`config.mk`:
```
export PLATFORM = sky130hd
export DESIGN_NAME = umlsb_top
export DESIGN_NICKNAME = d
export VERILOG_FILES = /design/src/umlsb_pkg.sv /design/src/umlsb_top.sv
export SDC_FILE = /design/constraint.sdc
export NUM_CORES = 1
export LEC_CHECK = 0
export ABC_CLOCK_PERIOD_IN_PS = 3700
export BUFFER_PORTS_ARGS = -buffer_cell sky130_fd_sc_hd__buf_2
export CAP_MARGIN = 20
export CELL_PAD_IN_SITES_DETAIL_PLACEMENT = 1
export CELL_PAD_IN_SITES_GLOBAL_PLACEMENT = 2
export CORE_MARGIN = 2
export CORE_UTILIZATION = 39
export CTS_CLUSTER_SIZE = 10
export DETAILED_ROUTE_END_ITERATION = 10
export PLACE_DENSITY = 0.86
export SLEW_MARGIN = 20
export SYNTH_ARGS = -nofsm -noshare
export SYNTH_HDL_FRONTEND = slang
export SYNTH_SLANG_ARGS = --single-unit
```
`constraint.sdc`:
```
create_clock -name i_ref_clk -period 3.7 [get_ports i_ref_clk]
set_input_delay 0.74 -clock i_ref_clk [delete_from_list [all_inputs] [get_ports i_ref_clk]]
set_output_delay 0.74 -clock i_ref_clk [all_outputs]
set_load 0.005 [all_outputs]
```
`src/umlsb_pkg.sv`:
```
package umlsb_pkg;
   // ----------------------------------------------------------------
   // register map (index, byte address = 4 * index)
   // ----------------------------------------------------------------
   localparam int ADDR_W = 6;
   localparam logic [3:0] IDX_DATA = 4'h0;
   localparam logic [3:0] IDX_MCR = 4'h4;
   localparam logic [3:0] IDX_LSR = 4'h5;
   localparam logic [3:0] IDX_MSR = 4'h6;
   localparam logic [3:0] IDX_SCR = 4'h7;
   localparam logic [3:0] IDX_DLL = 4'h8;
   localparam logic [3:0] IDX_DLH = 4'h9;
   localparam logic [3:0] IDX_CFG = 4'ha;
   // ----------------------------------------------------------------
   // reset values
   // ----------------------------------------------------------------
   localparam logic [7:0] MCR_RST = 8'h00;
   localparam logic [7:0] SCR_RST = 8'h00;
   localparam logic [15:0] DIV_RST = 16'h0001;
   localparam logic [11:0] CFG_RST = 12'h003;
   // ----------------------------------------------------------------
   // field positions
   // ----------------------------------------------------------------
   localparam int MCR_DTR = 0;
   localparam int MCR_RTS = 1;
   localparam int MCR_USER_OUTPUT_BIT_A = 2;
   localparam int MCR_GATE = 3;
   localparam int MCR_LOOP = 4;
   localparam int CFG_PEN = 2;
   localparam int CFG_EPS = 3;
   localparam int CFG_FIFO = 4;
   localparam int CFG_IE_RDA = 8;
   localparam int CFG_IE_THR = 9;
   localparam int CFG_IE_RLS = 10;
   localparam int CFG_IE_MS = 11;
   // ----------------------------------------------------------------
   // counts and bus response codes
   // ----------------------------------------------------------------
   localparam logic [3:0] MID_TICK = 4'h7;
   localparam logic [3:0] LAST_TICK = 4'hf;
   localparam logic [3:0] HALF_BIT = 4'h7;
   localparam logic [4:0] FIFO_DEPTH = 5'h10;
   localparam logic [1:0] RESP_OKAY = 2'h0;
   localparam logic [1:0] RESP_SLVERR = 2'h2;

   typedef enum logic [2:0] {RX_IDLE, RX_START, RX_BITS, RX_STOP, RX_BRKW} umlsb_rx_t;

   function automatic logic [15:0] umlsb_period(input logic [15:0] div);
      return (div == 16'h0000) ? 16'h0003 : div;
   endfunction

   function automatic logic umlsb_idx_ok(input logic [3:0] idx);
      return (idx == IDX_DATA) || ((idx >= IDX_MCR) && (idx <= IDX_CFG));
   endfunction

   function automatic logic umlsb_has_err(input logic [10:0] ent);
      return |ent[10:8];
   endfunction
endpackage

```
`src/umlsb_top.sv`:
```
// The AXI4-Lite slave port was left to the implementer.
`timescale 1ns/10ps
// Function
// - request-to-send pin is the inverted control bit, like terminal-ready
// - user bit a drives no pin, only ring in loopback; control bits five to seven read zero
// - interrupt pin is released unless the gate bit is one
// - loopback holds transmit pin at one and feeds transmit into receive
// - loopback maps control bits onto modem inputs; modem output pins go high
// - loopback modem interrupts come from control bits, still enable-gated
// - data ready sets on a received character, clears when all read
// - overrun sets on a lost character, FIFO full drops it, status read clears
// - parity flag set on bad parity, travels with character in FIFO mode
// - framing flag on zero stop bit; receiver resyncs on that zero
// - break flag on a frame of zeros; only one zero character loaded
// - after break, wait for half a bit of line high before restarting
// - overrun, parity, framing or break raise line status interrupt
// - hold-empty sets on move to shifter, clears on write, interrupts
// - transmitter-empty only when holding and shift registers both empty
// - status bit seven: zero without FIFO, else errors held in FIFO
// - modem change bits set on input change, ring on trailing edge
// - any modem change bit raises the modem interrupt when enabled
// - modem bits four to seven show inverted inputs, or control bits
// - scratch byte is plain storage
// - sixteen-bit divisor makes the sixteen-times baud clock
// - divisor write reloads counter; zero, one, two special, else low two
module umlsb_top (
   input logic i_ref_clk,
   input logic i_rst_n,
   input logic [umlsb_pkg::ADDR_W-1:0] i_awaddr,
   input logic i_awvalid,
   output logic o_awready,
   input logic [31:0] i_wdata,
   input logic [3:0] i_wstrb,
   input logic i_wvalid,
   output logic o_wready,
   output logic [1:0] o_bresp,
   output logic o_bvalid,
   input logic i_bready,
   input logic [umlsb_pkg::ADDR_W-1:0] i_araddr,
   input logic i_arvalid,
   output logic o_arready,
   output logic [31:0] o_rdata,
   output logic [1:0] o_rresp,
   output logic o_rvalid,
   input logic i_rready,
   input logic i_rx,
   input logic i_clear_to_send_in_n,
   input logic i_set_ready_in_n,
   input logic i_ring_in_n,
   input logic i_carrier_in_n,
   output logic o_tx,
   output logic o_request_to_send_out_n,
   output logic o_terminal_ready_out_n,
   output logic o_irq,
   output logic o_irq_oe,
   output logic o_baud16
);
   import umlsb_pkg::*;

   // ----------------------------------------------------------------
   // declarations
   // ----------------------------------------------------------------
   logic [ADDR_W-1:0] awaddr_r;
   logic [7:0] wdata_r;
   logic [3:0] wdhi_r;
   logic wstrb_r;
   logic wr_go, rd_go, wr_ok;
   logic [3:0] wr_idx, rd_idx;
   logic [7:0] mcr_r, scr_r, rd_mux;
   logic [11:0] cfg_r;
   logic [15:0] div_r, div_nxt, per, baud_cnt_r;
   logic div_wr, tick16_r, loop;
   logic [4:0] sy1_r, sy2_r, sy3_r, flt_r;
   logic [3:0] stat, stat_prev_r, dl_r, chg;
   logic rx_in, lsr_rd, msr_rd;
   umlsb_rx_t rx_state_r;
   logic [3:0] samp_r, bitn_r, nbits, tx_samp_r, tx_left_r;
   logic [8:0] sh_r, sh_al;
   logic [7:0] mask, rx_data;
   logic allz_r, brk, rx_pe, rx_evt_r;
   logic [10:0] rx_ent_r, tx_sh_r, top_nxt;
   logic [10:0] mem [16];
   logic [3:0] wr_ptr_r, rd_ptr_r;
   logic [4:0] cnt_r, err_cnt_r;
   logic full, push, pop, ovr, ovw, top_ld, fifo_en;
   logic oe_r, pe_r, fe_r, bi_r;
   logic [7:0] thr_r, tx_dm;
   logic thr_empty_r, tx_busy_r, thr_wr, tx_load, tx_all_empty;
   logic [7:0] line_condition_flags;

   assign loop = mcr_r[MCR_LOOP];
   assign fifo_en = cfg_r[CFG_FIFO];
   assign wr_go = !o_awready && !o_wready && !o_bvalid;
   assign wr_idx = awaddr_r[5:2];
   assign wr_ok = umlsb_idx_ok(wr_idx);
   assign rd_go = i_arvalid && o_arready;
   assign rd_idx = i_araddr[5:2];
   assign lsr_rd = rd_go && (rd_idx == IDX_LSR);
   assign msr_rd = rd_go && (rd_idx == IDX_MSR);

   // ----------------------------------------------------------------
   // bus slave
   // ----------------------------------------------------------------
   always_ff @(posedge i_ref_clk or negedge i_rst_n) begin
      if (!i_rst_n) begin
         o_awready <= 1'b1;
         o_wready <= 1'b1;
         o_bvalid <= 1'b0;
         o_bresp <= RESP_OKAY;
         awaddr_r <= '0;
         wdata_r <= 8'h00;
         wdhi_r <= 4'h0;
         wstrb_r <= 1'b0;
      end else begin
         if (i_awvalid && o_awready) begin
            awaddr_r <= i_awaddr;
            o_awready <= 1'b0;
         end
         if (i_wvalid && o_wready) begin
            wdata_r <= i_wdata[7:0];
            wdhi_r <= i_wdata[11:8];
            wstrb_r <= i_wstrb[0];
            o_wready <= 1'b0;
         end
         if (wr_go) begin
            o_bvalid <= 1'b1;
            o_bresp <= wr_ok ? RESP_OKAY : RESP_SLVERR;
         end
         if (o_bvalid && i_bready) begin
            o_bvalid <= 1'b0;
            o_awready <= 1'b1;
            o_wready <= 1'b1;
         end
      end
   end

   always_comb begin
      rd_mux = 8'h00;
      unique case (rd_idx)
         IDX_DATA: rd_mux = (cnt_r != 5'h00) ? mem[rd_ptr_r][7:0] : 8'h00;
         IDX_MCR: rd_mux = {3'b000, mcr_r[4:0]};
         IDX_LSR: rd_mux = line_condition_flags;
         IDX_MSR: rd_mux = {stat, dl_r};
         IDX_SCR: rd_mux = scr_r;
         IDX_DLL: rd_mux = div_r[7:0];
         IDX_DLH: rd_mux = div_r[15:8];
         IDX_CFG: rd_mux = cfg_r[7:0];
         default: rd_mux = 8'h00;
      endcase
   end

   always_ff @(posedge i_ref_clk or negedge i_rst_n) begin
      if (!i_rst_n) begin
         o_arready <= 1'b1;
         o_rvalid <= 1'b0;
         o_rdata <= 32'h0000_0000;
         o_rresp <= RESP_OKAY;
      end else begin
         if (rd_go) begin
            o_arready <= 1'b0;
            o_rvalid <= 1'b1;
            o_rdata <= {20'h00000, (rd_idx == IDX_CFG) ? cfg_r[11:8] : 4'h0, rd_mux};
            o_rresp <= umlsb_idx_ok(rd_idx) ? RESP_OKAY : RESP_SLVERR;
         end
         if (o_rvalid && i_rready) begin
            o_rvalid <= 1'b0;
            o_arready <= 1'b1;
         end
      end
   end

   // ----------------------------------------------------------------
   // control registers
   // ----------------------------------------------------------------
   always_ff @(posedge i_ref_clk or negedge i_rst_n) begin
      if (!i_rst_n) begin
         mcr_r <= MCR_RST;
         scr_r <= SCR_RST;
         cfg_r <= CFG_RST;
      end else if (wr_go && wstrb_r) begin
         unique case (wr_idx)
            IDX_MCR: mcr_r <= {3'b000, wdata_r[4:0]};
            IDX_SCR: scr_r <= wdata_r;
            // interrupt enables ride in bits 11:8, else no source could be unmasked
            IDX_CFG: cfg_r <= {wdhi_r, wdata_r};
            IDX_DLH: ;
            default: ;
         endcase
      end
   end

   // ----------------------------------------------------------------
   // baud divider
   // ----------------------------------------------------------------
   assign div_wr = wr_go && wstrb_r && ((wr_idx == IDX_DLL) || (wr_idx == IDX_DLH));
   assign div_nxt = {(div_wr && wr_idx == IDX_DLH) ? wdata_r : div_r[15:8],
                     (div_wr && wr_idx == IDX_DLL) ? wdata_r : div_r[7:0]};
   assign per = umlsb_period(div_r);

   always_ff @(posedge i_ref_clk or negedge i_rst_n) begin
      if (!i_rst_n) begin
         div_r <= DIV_RST;
         baud_cnt_r <= 16'h0000;
         tick16_r <= 1'b0;
         o_baud16 <= 1'b1;
      end else begin
         div_r <= div_nxt;
         tick16_r <= (baud_cnt_r == 16'h0000);
         if (div_wr) begin
            baud_cnt_r <= umlsb_period(div_nxt) - 16'h0001;
         end else if (baud_cnt_r == 16'h0000) begin
            baud_cnt_r <= per - 16'h0001;
         end else begin
            baud_cnt_r <= baud_cnt_r - 16'h0001;
         end
         // one toggles each clock: the input itself cannot be copied
         if (per == 16'h0001) begin
            o_baud16 <= !o_baud16;
         end else if (per == 16'h0002) begin
            o_baud16 <= (baud_cnt_r != 16'h0001);
         end else begin
            o_baud16 <= (baud_cnt_r < per - 16'h0002);
         end
      end
   end

   // ----------------------------------------------------------------
   // pin synchronisers and modem status
   // ----------------------------------------------------------------
   always_ff @(posedge i_ref_clk or negedge i_rst_n) begin
      if (!i_rst_n) begin
         sy1_r <= 5'h1f;
         sy2_r <= 5'h1f;
         sy3_r <= 5'h1f;
         flt_r <= 5'h1f;
      end else begin
         sy1_r <= {i_rx, i_carrier_in_n, i_ring_in_n, i_set_ready_in_n, i_clear_to_send_in_n};
         sy2_r <= sy1_r;
         sy3_r <= sy2_r;
         flt_r <= (sy2_r & sy3_r) | (flt_r & (sy2_r ^ sy3_r));
      end
   end

   // loopback order: carrier, ring, set-ready, clear-to-send
   assign stat = loop ? {mcr_r[MCR_GATE], mcr_r[MCR_USER_OUTPUT_BIT_A], mcr_r[MCR_DTR], mcr_r[MCR_RTS]}
                      : ~flt_r[3:0];
   assign chg = {stat[3] ^ stat_prev_r[3], stat_prev_r[2] & !stat[2],
                 stat[1] ^ stat_prev_r[1], stat[0] ^ stat_prev_r[0]};

   always_ff @(posedge i_ref_clk or negedge i_rst_n) begin
      if (!i_rst_n) begin
         stat_prev_r <= 4'h0;
         dl_r <= 4'h0;
      end else begin
         stat_prev_r <= stat;
         dl_r <= chg | (dl_r & {4{!msr_rd}});
      end
   end

   // ----------------------------------------------------------------
   // receiver
   // ----------------------------------------------------------------
   assign rx_in = loop ? tx_sh_r[0] : flt_r[4];
   assign nbits = 4'd5 + {2'b00, cfg_r[1:0]} + {3'b000, cfg_r[CFG_PEN]};
   assign mask = 8'hff >> (2'd3 - cfg_r[1:0]);
   assign sh_al = sh_r >> (4'd9 - nbits);
   assign rx_data = sh_al[7:0] & mask;
   assign rx_pe = cfg_r[CFG_PEN] & (^rx_data ^ sh_r[8] ^ !cfg_r[CFG_EPS]);
   assign brk = allz_r && !rx_in;

   always_ff @(posedge i_ref_clk or negedge i_rst_n) begin
      if (!i_rst_n) begin
         rx_state_r <= RX_IDLE;
         samp_r <= 4'h0;
         bitn_r <= 4'h0;
         sh_r <= 9'h000;
         allz_r <= 1'b0;
         rx_evt_r <= 1'b0;
         rx_ent_r <= 11'h000;
      end else begin
         rx_evt_r <= 1'b0;
         if (tick16_r) begin
            unique case (rx_state_r)
               RX_IDLE: if (!rx_in) begin
                  rx_state_r <= RX_START;
                  samp_r <= 4'h0;
               end
               RX_START: begin
                  samp_r <= samp_r + 4'h1;
                  if (samp_r == MID_TICK) begin
                     samp_r <= 4'h0;
                     bitn_r <= 4'h0;
                     allz_r <= 1'b1;
                     rx_state_r <= rx_in ? RX_IDLE : RX_BITS;
                  end
               end
               RX_BITS: begin
                  samp_r <= samp_r + 4'h1;
                  if (samp_r == LAST_TICK) begin
                     sh_r <= {rx_in, sh_r[8:1]};
                     allz_r <= allz_r & !rx_in;
                     bitn_r <= bitn_r + 4'h1;
                     if (bitn_r == nbits - 4'h1) rx_state_r <= RX_STOP;
                  end
               end
               RX_STOP: begin
                  samp_r <= samp_r + 4'h1;
                  if (samp_r == LAST_TICK) begin
                     rx_evt_r <= 1'b1;
                     samp_r <= 4'h0;
                     // a break yields one zero character only
                     rx_ent_r <= brk ? 11'h600 : {1'b0, !rx_in, rx_pe, rx_data};
                     if (brk) rx_state_r <= RX_BRKW;
                     else if (!rx_in) rx_state_r <= RX_START;
                     else rx_state_r <= RX_IDLE;
                  end
               end
               RX_BRKW: begin
                  samp_r <= rx_in ? samp_r + 4'h1 : 4'h0;
                  if (rx_in && samp_r == HALF_BIT) rx_state_r <= RX_IDLE;
               end
               default: rx_state_r <= RX_IDLE;
            endcase
         end
      end
   end

   // ----------------------------------------------------------------
   // receive fifo (depth one without fifo mode)
   // ----------------------------------------------------------------
   assign full = cnt_r >= (fifo_en ? FIFO_DEPTH : 5'h01);
   assign pop = rd_go && (rd_idx == IDX_DATA) && (cnt_r != 5'h00);
   assign push = rx_evt_r && (!full || pop);
   assign ovr = rx_evt_r && full && !pop;
   assign ovw = ovr && !fifo_en;
   assign top_ld = ovw || (push && (cnt_r == 5'h00 || (pop && cnt_r == 5'h01)))
                   || (pop && cnt_r > 5'h01);
   assign top_nxt = (pop && cnt_r > 5'h01 && !push) || (pop && cnt_r > 5'h01)
                    ? mem[rd_ptr_r + 4'h1] : rx_ent_r;

   always_ff @(posedge i_ref_clk) begin
      if (push) mem[wr_ptr_r] <= rx_ent_r;
      if (ovw) mem[rd_ptr_r] <= rx_ent_r; // old character destroyed
   end

   always_ff @(posedge i_ref_clk or negedge i_rst_n) begin
      if (!i_rst_n) begin
         wr_ptr_r <= 4'h0;
         rd_ptr_r <= 4'h0;
         cnt_r <= 5'h00;
         err_cnt_r <= 5'h00;
      end else begin
         if (push) wr_ptr_r <= wr_ptr_r + 4'h1;
         if (pop) rd_ptr_r <= rd_ptr_r + 4'h1;
         cnt_r <= cnt_r + {4'h0, push} - {4'h0, pop};
         err_cnt_r <= err_cnt_r + {4'h0, (push || ovw) && umlsb_has_err(rx_ent_r)}
                      - {4'h0, (pop || ovw) && umlsb_has_err(mem[rd_ptr_r])};
      end
   end

   // ----------------------------------------------------------------
   // line status flags (set beats a same-cycle read clear)
   // ----------------------------------------------------------------
   always_ff @(posedge i_ref_clk or negedge i_rst_n) begin
      if (!i_rst_n) begin
         oe_r <= 1'b0;
         pe_r <= 1'b0;
         fe_r <= 1'b0;
         bi_r <= 1'b0;
      end else begin
         oe_r <= ovr | (oe_r & !lsr_rd);
         pe_r <= (top_ld & top_nxt[8]) | (pe_r & !lsr_rd);
         fe_r <= (top_ld & top_nxt[9]) | (fe_r & !lsr_rd);
         bi_r <= (top_ld & top_nxt[10]) | (bi_r & !lsr_rd);
      end
   end

   assign tx_all_empty = thr_empty_r && !tx_busy_r;
   assign line_condition_flags = {fifo_en && (err_cnt_r != 5'h00), tx_all_empty, thr_empty_r,
                 bi_r, fe_r, pe_r, oe_r, cnt_r != 5'h00};

   // ----------------------------------------------------------------
   // transmitter
   // ----------------------------------------------------------------
   assign thr_wr = wr_go && wstrb_r && (wr_idx == IDX_DATA);
   assign tx_load = !tx_busy_r && !thr_empty_r;
   assign tx_dm = thr_r & mask;

   always_ff @(posedge i_ref_clk or negedge i_rst_n) begin
      if (!i_rst_n) begin
         thr_r <= 8'h00;
         thr_empty_r <= 1'b1;
         tx_busy_r <= 1'b0;
         tx_sh_r <= 11'h7ff;
         tx_samp_r <= 4'h0;
         tx_left_r <= 4'h0;
      end else begin
         if (tx_load) begin
            thr_empty_r <= 1'b1;
            tx_busy_r <= 1'b1;
            tx_samp_r <= 4'h0;
            tx_left_r <= nbits + 4'd2;
            tx_sh_r <= ({3'b000, tx_dm} << 1)
                       | ({10'h000, cfg_r[CFG_PEN] & (^tx_dm ^ !cfg_r[CFG_EPS])}
                          << (nbits))
                       | (11'h7ff << (nbits + 4'd1));
         end else if (tx_busy_r && tick16_r) begin
            tx_samp_r <= tx_samp_r + 4'h1;
            if (tx_samp_r == LAST_TICK) begin
               tx_sh_r <= {1'b1, tx_sh_r[10:1]};
               tx_left_r <= tx_left_r - 4'h1;
               if (tx_left_r == 4'h1) tx_busy_r <= 1'b0;
            end
         end
         if (thr_wr) begin
            thr_r <= wdata_r;
            thr_empty_r <= 1'b0;
         end
      end
   end

   // ----------------------------------------------------------------
   // pins and interrupt
   // ----------------------------------------------------------------
   always_ff @(posedge i_ref_clk or negedge i_rst_n) begin
      if (!i_rst_n) begin
         o_tx <= 1'b1;
         o_request_to_send_out_n <= 1'b1;
         o_terminal_ready_out_n <= 1'b1;
         o_irq <= 1'b0;
         o_irq_oe <= 1'b0;
      end else begin
         o_tx <= loop | tx_sh_r[0];
         o_request_to_send_out_n <= loop | !mcr_r[MCR_RTS];
         o_terminal_ready_out_n <= loop | !mcr_r[MCR_DTR];
         o_irq <= (cfg_r[CFG_IE_RLS] & (oe_r | pe_r | fe_r | bi_r))
                  | (cfg_r[CFG_IE_RDA] & (cnt_r != 5'h00))
                  | (cfg_r[CFG_IE_THR] & thr_empty_r)
                  | (cfg_r[CFG_IE_MS] & (dl_r != 4'h0));
         o_irq_oe <= mcr_r[MCR_GATE];
      end
   end
endmodule

```
# Word level (Yosys, flattened, before mapping)
# Memory sizes are Yosys's and may differ from the RTL's.
# Index checks and enable logic that the tools add are counted.
[op_classes]
n_addsub = 21
n_mul = 0
div = 0
order_cmp = 7
n_eq_ne = 31
n_shift = 4
muxes = 73
bitwise = 45
n_reduce_logical = 96
[op_table]
columns = ["cell", "n"]
rows = [
  ["two-way mux 11 bit", 6],
  ["two-way mux 16 bit", 4],
  ["case mux 8 bit (8 select lines)", 1],
  ["two-way mux 4 bit", 14],
  ["logical NOT 16 bit", 3],
  ["subtractor 16 x 1 -> 16 bit, second input constant", 3],
  ["logical AND 1 bit", 34],
  ["equality test 4 bit, second input constant", 8],
  ["two-way mux 1 bit", 30],
  ["equality test 4 x 3 -> 1 bit, second input constant", 7],
  ["adder 4 x 1 -> 4 bit, second input constant", 6],
  ["two-way mux 8 bit", 3],
  ["two-way mux 3 bit", 7],
  ["case mux 4 bit (5 select lines)", 1],
  ["nonzero test 2 bit", 9],
  ["logical NOT 1 bit", 17],
  ["bitwise AND 8 bit", 2],
  ["equality test 16 x 1 -> 1 bit, second input constant", 1],
  ["equality test 16 x 2 -> 1 bit, second input constant", 1],
  ["< comparator 16 bit", 1],
  ["!= test 16 x 1 -> 1 bit, second input constant", 1],
  ["parity 8 bit", 2],
  ["subtractor 16 x 2 -> 16 bit, second input constant", 1],
  ["bitwise AND 1 bit", 15],
  ["other kinds (50)", 100],
]
[totals]
regBits = 216
latchBits = 0
mem_bits_rw = 176
rom_bits = 0
in_bits = 60
out_inout_bits = 47
elab_cells = 329
memories = 1
[memory_table]
columns = ["name", "depth", "width", "read_ports", "rd_ports_with_merged_regs", "write_ports", "line", "rtl"]
rows = [
  ["mem", 16, 11, 2, 0, 1, "umlsb_top.sv:82", "logic [10:0] mem [16];"],
]

# Logic depth before layout (Yosys ltp)
[depth]
ltp_word = 11
depth_mapped = 17
mapped_depth_nobuf = 17

# Worst setup path before layout
# OpenSTA, ideal clock, no wires.
[synth_path]
kind = "input to register"
start = "in i_araddr[2] (netlist bit)"
end = "reg err_cnt_r[4]"
setup_ns = 0.123
arrival_ns = 3.422
t_required_ns = 3.577
path_slack_ns = 0.155
path_stages = 14
n_path_buf = 2
cell_sequence = "clkbuf_1 nor4_1 nand3_1 o21ai_0 clkbuf_1 o21ai_0 ha_1 inv_1 ha_1 fa_1 a21oi_1 nor2_1 nor2_1 xnor2_1"
[synth_via]
elab_chain_len = 10
[synth_lines]
columns = ["item", "line", "rtl"]
rows = [
  ["start: declaration", "umlsb_top.sv:39", "input logic [umlsb_pkg::ADDR_W-1:0] i_araddr,"],
  ["logical NOT 4 bit (*)", "umlsb_top.sv:332", "assign pop = rd_go && (rd_idx == IDX_DATA) && (cnt_r != 5'h00);"],
  ["logical AND 1 bit (*) (2 in a row)", "umlsb_top.sv:332", ""],
  ["logical NOT 1 bit", "umlsb_top.sv:334", "assign ovr = rx_evt_r && full && !pop;"],
  ["logical AND 1 bit", "umlsb_top.sv:334", ""],
  ["logical AND 1 bit", "umlsb_top.sv:335", "assign ovw = ovr && !fifo_en;"],
  ["logical OR 1 bit", "umlsb_top.sv:356", "err_cnt_r <= err_cnt_r + {4'h0, (push || ovw) && umlsb_has_err(rx_ent_r)}"],
  ["logical AND 1 bit", "umlsb_top.sv:356", ""],
  ["adder 5 x 1 -> 5 bit", "umlsb_top.sv:356", ""],
  ["subtractor 5 x 1 -> 5 bit (*)", "umlsb_top.sv:357", "- {4'h0, (pop || ovw) && umlsb_has_err(mem[rd_ptr_r])};"],
  ["end signal: assignment", "umlsb_top.sv:356", ""],
  ["end: declaration", "umlsb_top.sv:84", "logic [4:0] cnt_r, err_cnt_r;"],
]
# Mark *: on every way between the ends. The rest lies on a longest branch, timed or not.
# A chain may end at the register's enable or synchronous reset.

# Worst setup path after layout
[layout_path]
start = "reg cfg_r[0]"
end = "reg rx_ent_r[8]"
[layout_via]
elab_chain_len = 10
[layout_lines]
columns = ["item", "line", "rtl"]
rows = [
  ["start: declaration", "umlsb_top.sv:70", "logic [11:0] cfg_r;"],
  ["start signal: assignment", "umlsb_top.sv:185", "IDX_CFG: cfg_r <= {wdhi_r, wdata_r};"],
  ["adder 3 x 2 -> 4 bit", "umlsb_top.sv:264", "assign nbits = 4'd5 + {2'b00, cfg_r[1:0]} + {3'b000, cfg_r[CFG_PEN]};"],
  ["adder 4 x 1 -> 4 bit", "umlsb_top.sv:264", ""],
  ["subtractor 4 bit", "umlsb_top.sv:266", "assign sh_al = sh_r >> (4'd9 - nbits);"],
  ["right shift 9 x 4 -> 8 bit", "umlsb_top.sv:266", ""],
  ["bitwise AND 8 bit (*)", "umlsb_top.sv:267", "assign rx_data = sh_al[7:0] & mask;"],
  ["parity 8 bit (*)", "umlsb_top.sv:268", "assign rx_pe = cfg_r[CFG_PEN] & (^rx_data ^ sh_r[8] ^ !cfg_r[CFG_EPS]);"],
  ["bitwise XOR 1 bit (*) (2 in a row)", "umlsb_top.sv:268", ""],
  ["bitwise AND 1 bit (*)", "umlsb_top.sv:268", ""],
  ["two-way mux 11 bit (*)", "umlsb_top.sv:312", "rx_ent_r <= brk ? 11'h600 : {1'b0, !rx_in, rx_pe, rx_data};"],
  ["end signal: assignment", "umlsb_top.sv:312", ""],
  ["end: declaration", "umlsb_top.sv:81", "logic [10:0] rx_ent_r, tx_sh_r, top_nxt;"],
]
# Marked as above.

==> results.cfg <==
[synth]
synth_edf_count = 176
netlist_area_um2 = 19450
synth.yosys.seq_area_share_pct = 54.72
async_flop_share_pct = 54.64
synth-seq-cells = 388
yosys_warnings = 0
synthTopCellsByCount = edfxtp_1, dfrtp_1, nand2_1
synth_top_cell_area_share_pct = 27.17
yosysUniqueCellTypes = 80
synth.most_common_cell = edfxtp_1
synth_ff_type = edfxtp_1
post-synth-top-area-cell = edfxtp_1
avgSynthCellArea_um2 = 12.24
syn_inst = 1589
synth_area_leaders = edfxtp_1, dfrtp_1, mux4_2

[floorplan]
io_pins = 107
fp.dieH_um = 227.3
die-area_um2 = 51670
core_area_um2 = 49050
die_w_um = 227.3
start_util_pct = 39.65
rows = 81

[timing]
finalMaxSlewViolations = 0
hold_violations = 0
tightestPinTransition_ps = 986.5
relSlewSlack_pct = 33.63
setup_viol = 0
fmax_ghz = 0.2819
post-route-period-util_pct = 95.86
rsz0062_at_grt = no
fin_crit_ps = 3547
skew_ps = 60.49
setup_slack_ps = 153.2

[routing]
drc = 0
via_per_inst = 5.614
wl_um = 54560
vias = 13422
wl_per_cell_um = 22.82
drt_iter0_drc = 1008
antenna_left = 0
drtPass1Iterations = 5

[global_route]
grt_pass1_wl_um = 85070
antenna_found_initial = 0
grt-ovfl-total = 0
track_usage_pct = 21.57
grt_pass1_vias = 14271
grt_max_degree = 105

[final_layout]
areaGrowthSynthToFinish_pct = 15.20
drive_gt1_share_pct = 23.34
final_nets = 1811
antennaDiodeCount = 0
final_cell_area_um2 = 22400
nFillCells = 5212
fin_util_pct = 45.67

[setup_path]
critPathMaxFanout = 19
crit_type = reg -> reg
worstPathArrival_ps = 4000
endpoint_kind = register
crit_required_ps = 4160
max_stage_delay_ps = 660
critPathLaunchType = register
rrSetupSlack_ps = 150
cpMaxStageDelayCell = dfstp_2
cp_cell_sequence = inv_1 -> ha_1 -> ha_2 -> buf_4 -> or3b_2 -> o32ai_2 -> o211ai_1 -> a211oi_2 -> a211oi_1 -> o41ai_1

[clock_tree]
cts.clk_slew.worst_paths_ps = 60
htree_levels = 2
cts-root-buf = clkbuf_16
clkSinkCount = 388
cts_tree = done
insertion_delay_ps = 620
cts_made_buffers = 47
cts_hold_buffers = 0
cts_buffer_depth = 3

[power]
power.static_leakage_nw = 8.827
cellPowerDensity_nw_per_um2 = 728.9
ir_worst_vdd_mv = 0.4444

[placed_design]
dp_slack_ps = -27.40
dpl_cell_area_um2 = 20850
hpwl_um = 38140
gp_congestion = 0.8838
numPortBuffers = 57

[run_status]
outcome = finished, final reports clean

[worst_hold_path]
hp-class = in -> async

[run]
cap_violations = 0
[final timing paths]
kind	from	end	cells past startpoint
setup / recovery	cfg_r[0]	rx_ent_r[8]	10
hold / removal	i_rst_n	cnt_r[3]	1
setup reg to reg	cfg_r[0]	rx_ent_r[8]	10
hold reg to reg	sy1_r[1]	sy2_r[1]	0
max in group asynchronous	i_rst_n	tx_sh_r[6]	2
min in group i_ref_clk	i_clear_to_send_in_n	sy1_r[0]	1
[cell usage in the layout, fill, tap and decap left out, types with 36 or more instances in the layout]
master	n
nand3_1	37
dfrtp_1	168
nor2_1	89
ha_1	58
buf_4	80
edfxtp_1	176
o21ai_0	67
dfstp_2	42
xnor2_1	55
nor3_1	44
nand2_1	133
a21oi_1	49
mux4_2	60
mux2_2	74
clkbuf_16	48
inv_1	62
mux2i_1	36
buf_2	56
[metrics by stage]
step	instances	power, mW	hold WS, ps	setup TNS [ps]
after CTS	2389	16.39	204.7	0
after floorplan	1610	9.765	345.2	0
after global placement	2301	11.65	346.5	0
after detailed placement	2302	11.89	349.0	-160.8
after global routing	2391	17.30	214.5	0
final	2391	16.33	173.6	0
[report_power, final]
| part | total, mW | leakage (nW) | switching, mW | internal (mW) |
|---|---|---|---|---|
| registers | 5.69 | 4.23 | 0.606 | 5.08 |
| clock network | 4.43 | 0.713 | 1.85 | 2.58 |
| logic | 6.21 | 3.89 | 3.49 | 2.72 |
[critical path, delay by kind of cell (launching register included)]
family | cells | cell delay, ps
compound gates | 5 | 1210
simple gates | 1 | 470
buf+inv | 2 | 350
fa+ha+maj | 2 | 700
flops | 1 | 660
[final cells by class]
type                    count  area (µm²)  share of cell area (%)
clock buffers              82        1399                   6.244
flip-flops and latches    388       10650                   47.51
repair buffers            142       987.2                   4.406
well taps                 664       830.8                   3.708
inverters                  63       236.5                   1.056
clock inverters             5       98.84                  0.4412
multi-input cells        1047        8207                   36.63
[routing by layer]
layer	routed length, µm	track usage, %	share of wire [%]	vias up
met5	0	0	0	-
met4	1357	6.178	2.5	0
met3	2465	3.369	4.5	89
met2	27010	36.61	50	322
met1	23730	28.67	43	6968
li1	-	-	-	6043
[state kept, by name (all words and copies together), names as in the netlist, 8 cells and up]
| name | count |
|---|---|
| thr_r | 8 |
| rx_ent_r | 11 |
| scr_r | 8 |
| o_rdata | 12 |
| wdata_r | 8 |
| div_r | 16 |
| baud_cnt_r | 16 |
| tx_sh_r | 11 |
| mem | 176 |
| cfg_r | 12 |
| sh_r | 9 |
[cell families (layout without fill, tap and decap cells)]
kind of cell | Yosys count | count (layout) | synth area share [%]
AO/OA/AOI/OAI | 286 | 286 | 9.824
XOR/XNOR | 85 | 85 | 3.899
adder cells (fa/ha/maj) | 63 | 63 | 4.156
buffers and inverters | 175 | 292 | 3.834
flip-flops | 388 | 388 | 54.72
multiplexers | 171 | 171 | 13.16
other | 1 | 22 | 0.01928
AND/OR/NAND/NOR | 420 | 420 | 10.38
[repair_timing]
action | 4_1_cts | 5_1_grt
setup buffers | 0 | 2
gates resized for setup | 2 | 10
endpoints found under the setup margin | 7 | 59
gates cloned | 0 | 0
No activity file was read; power rests on OpenSTA's default activity.
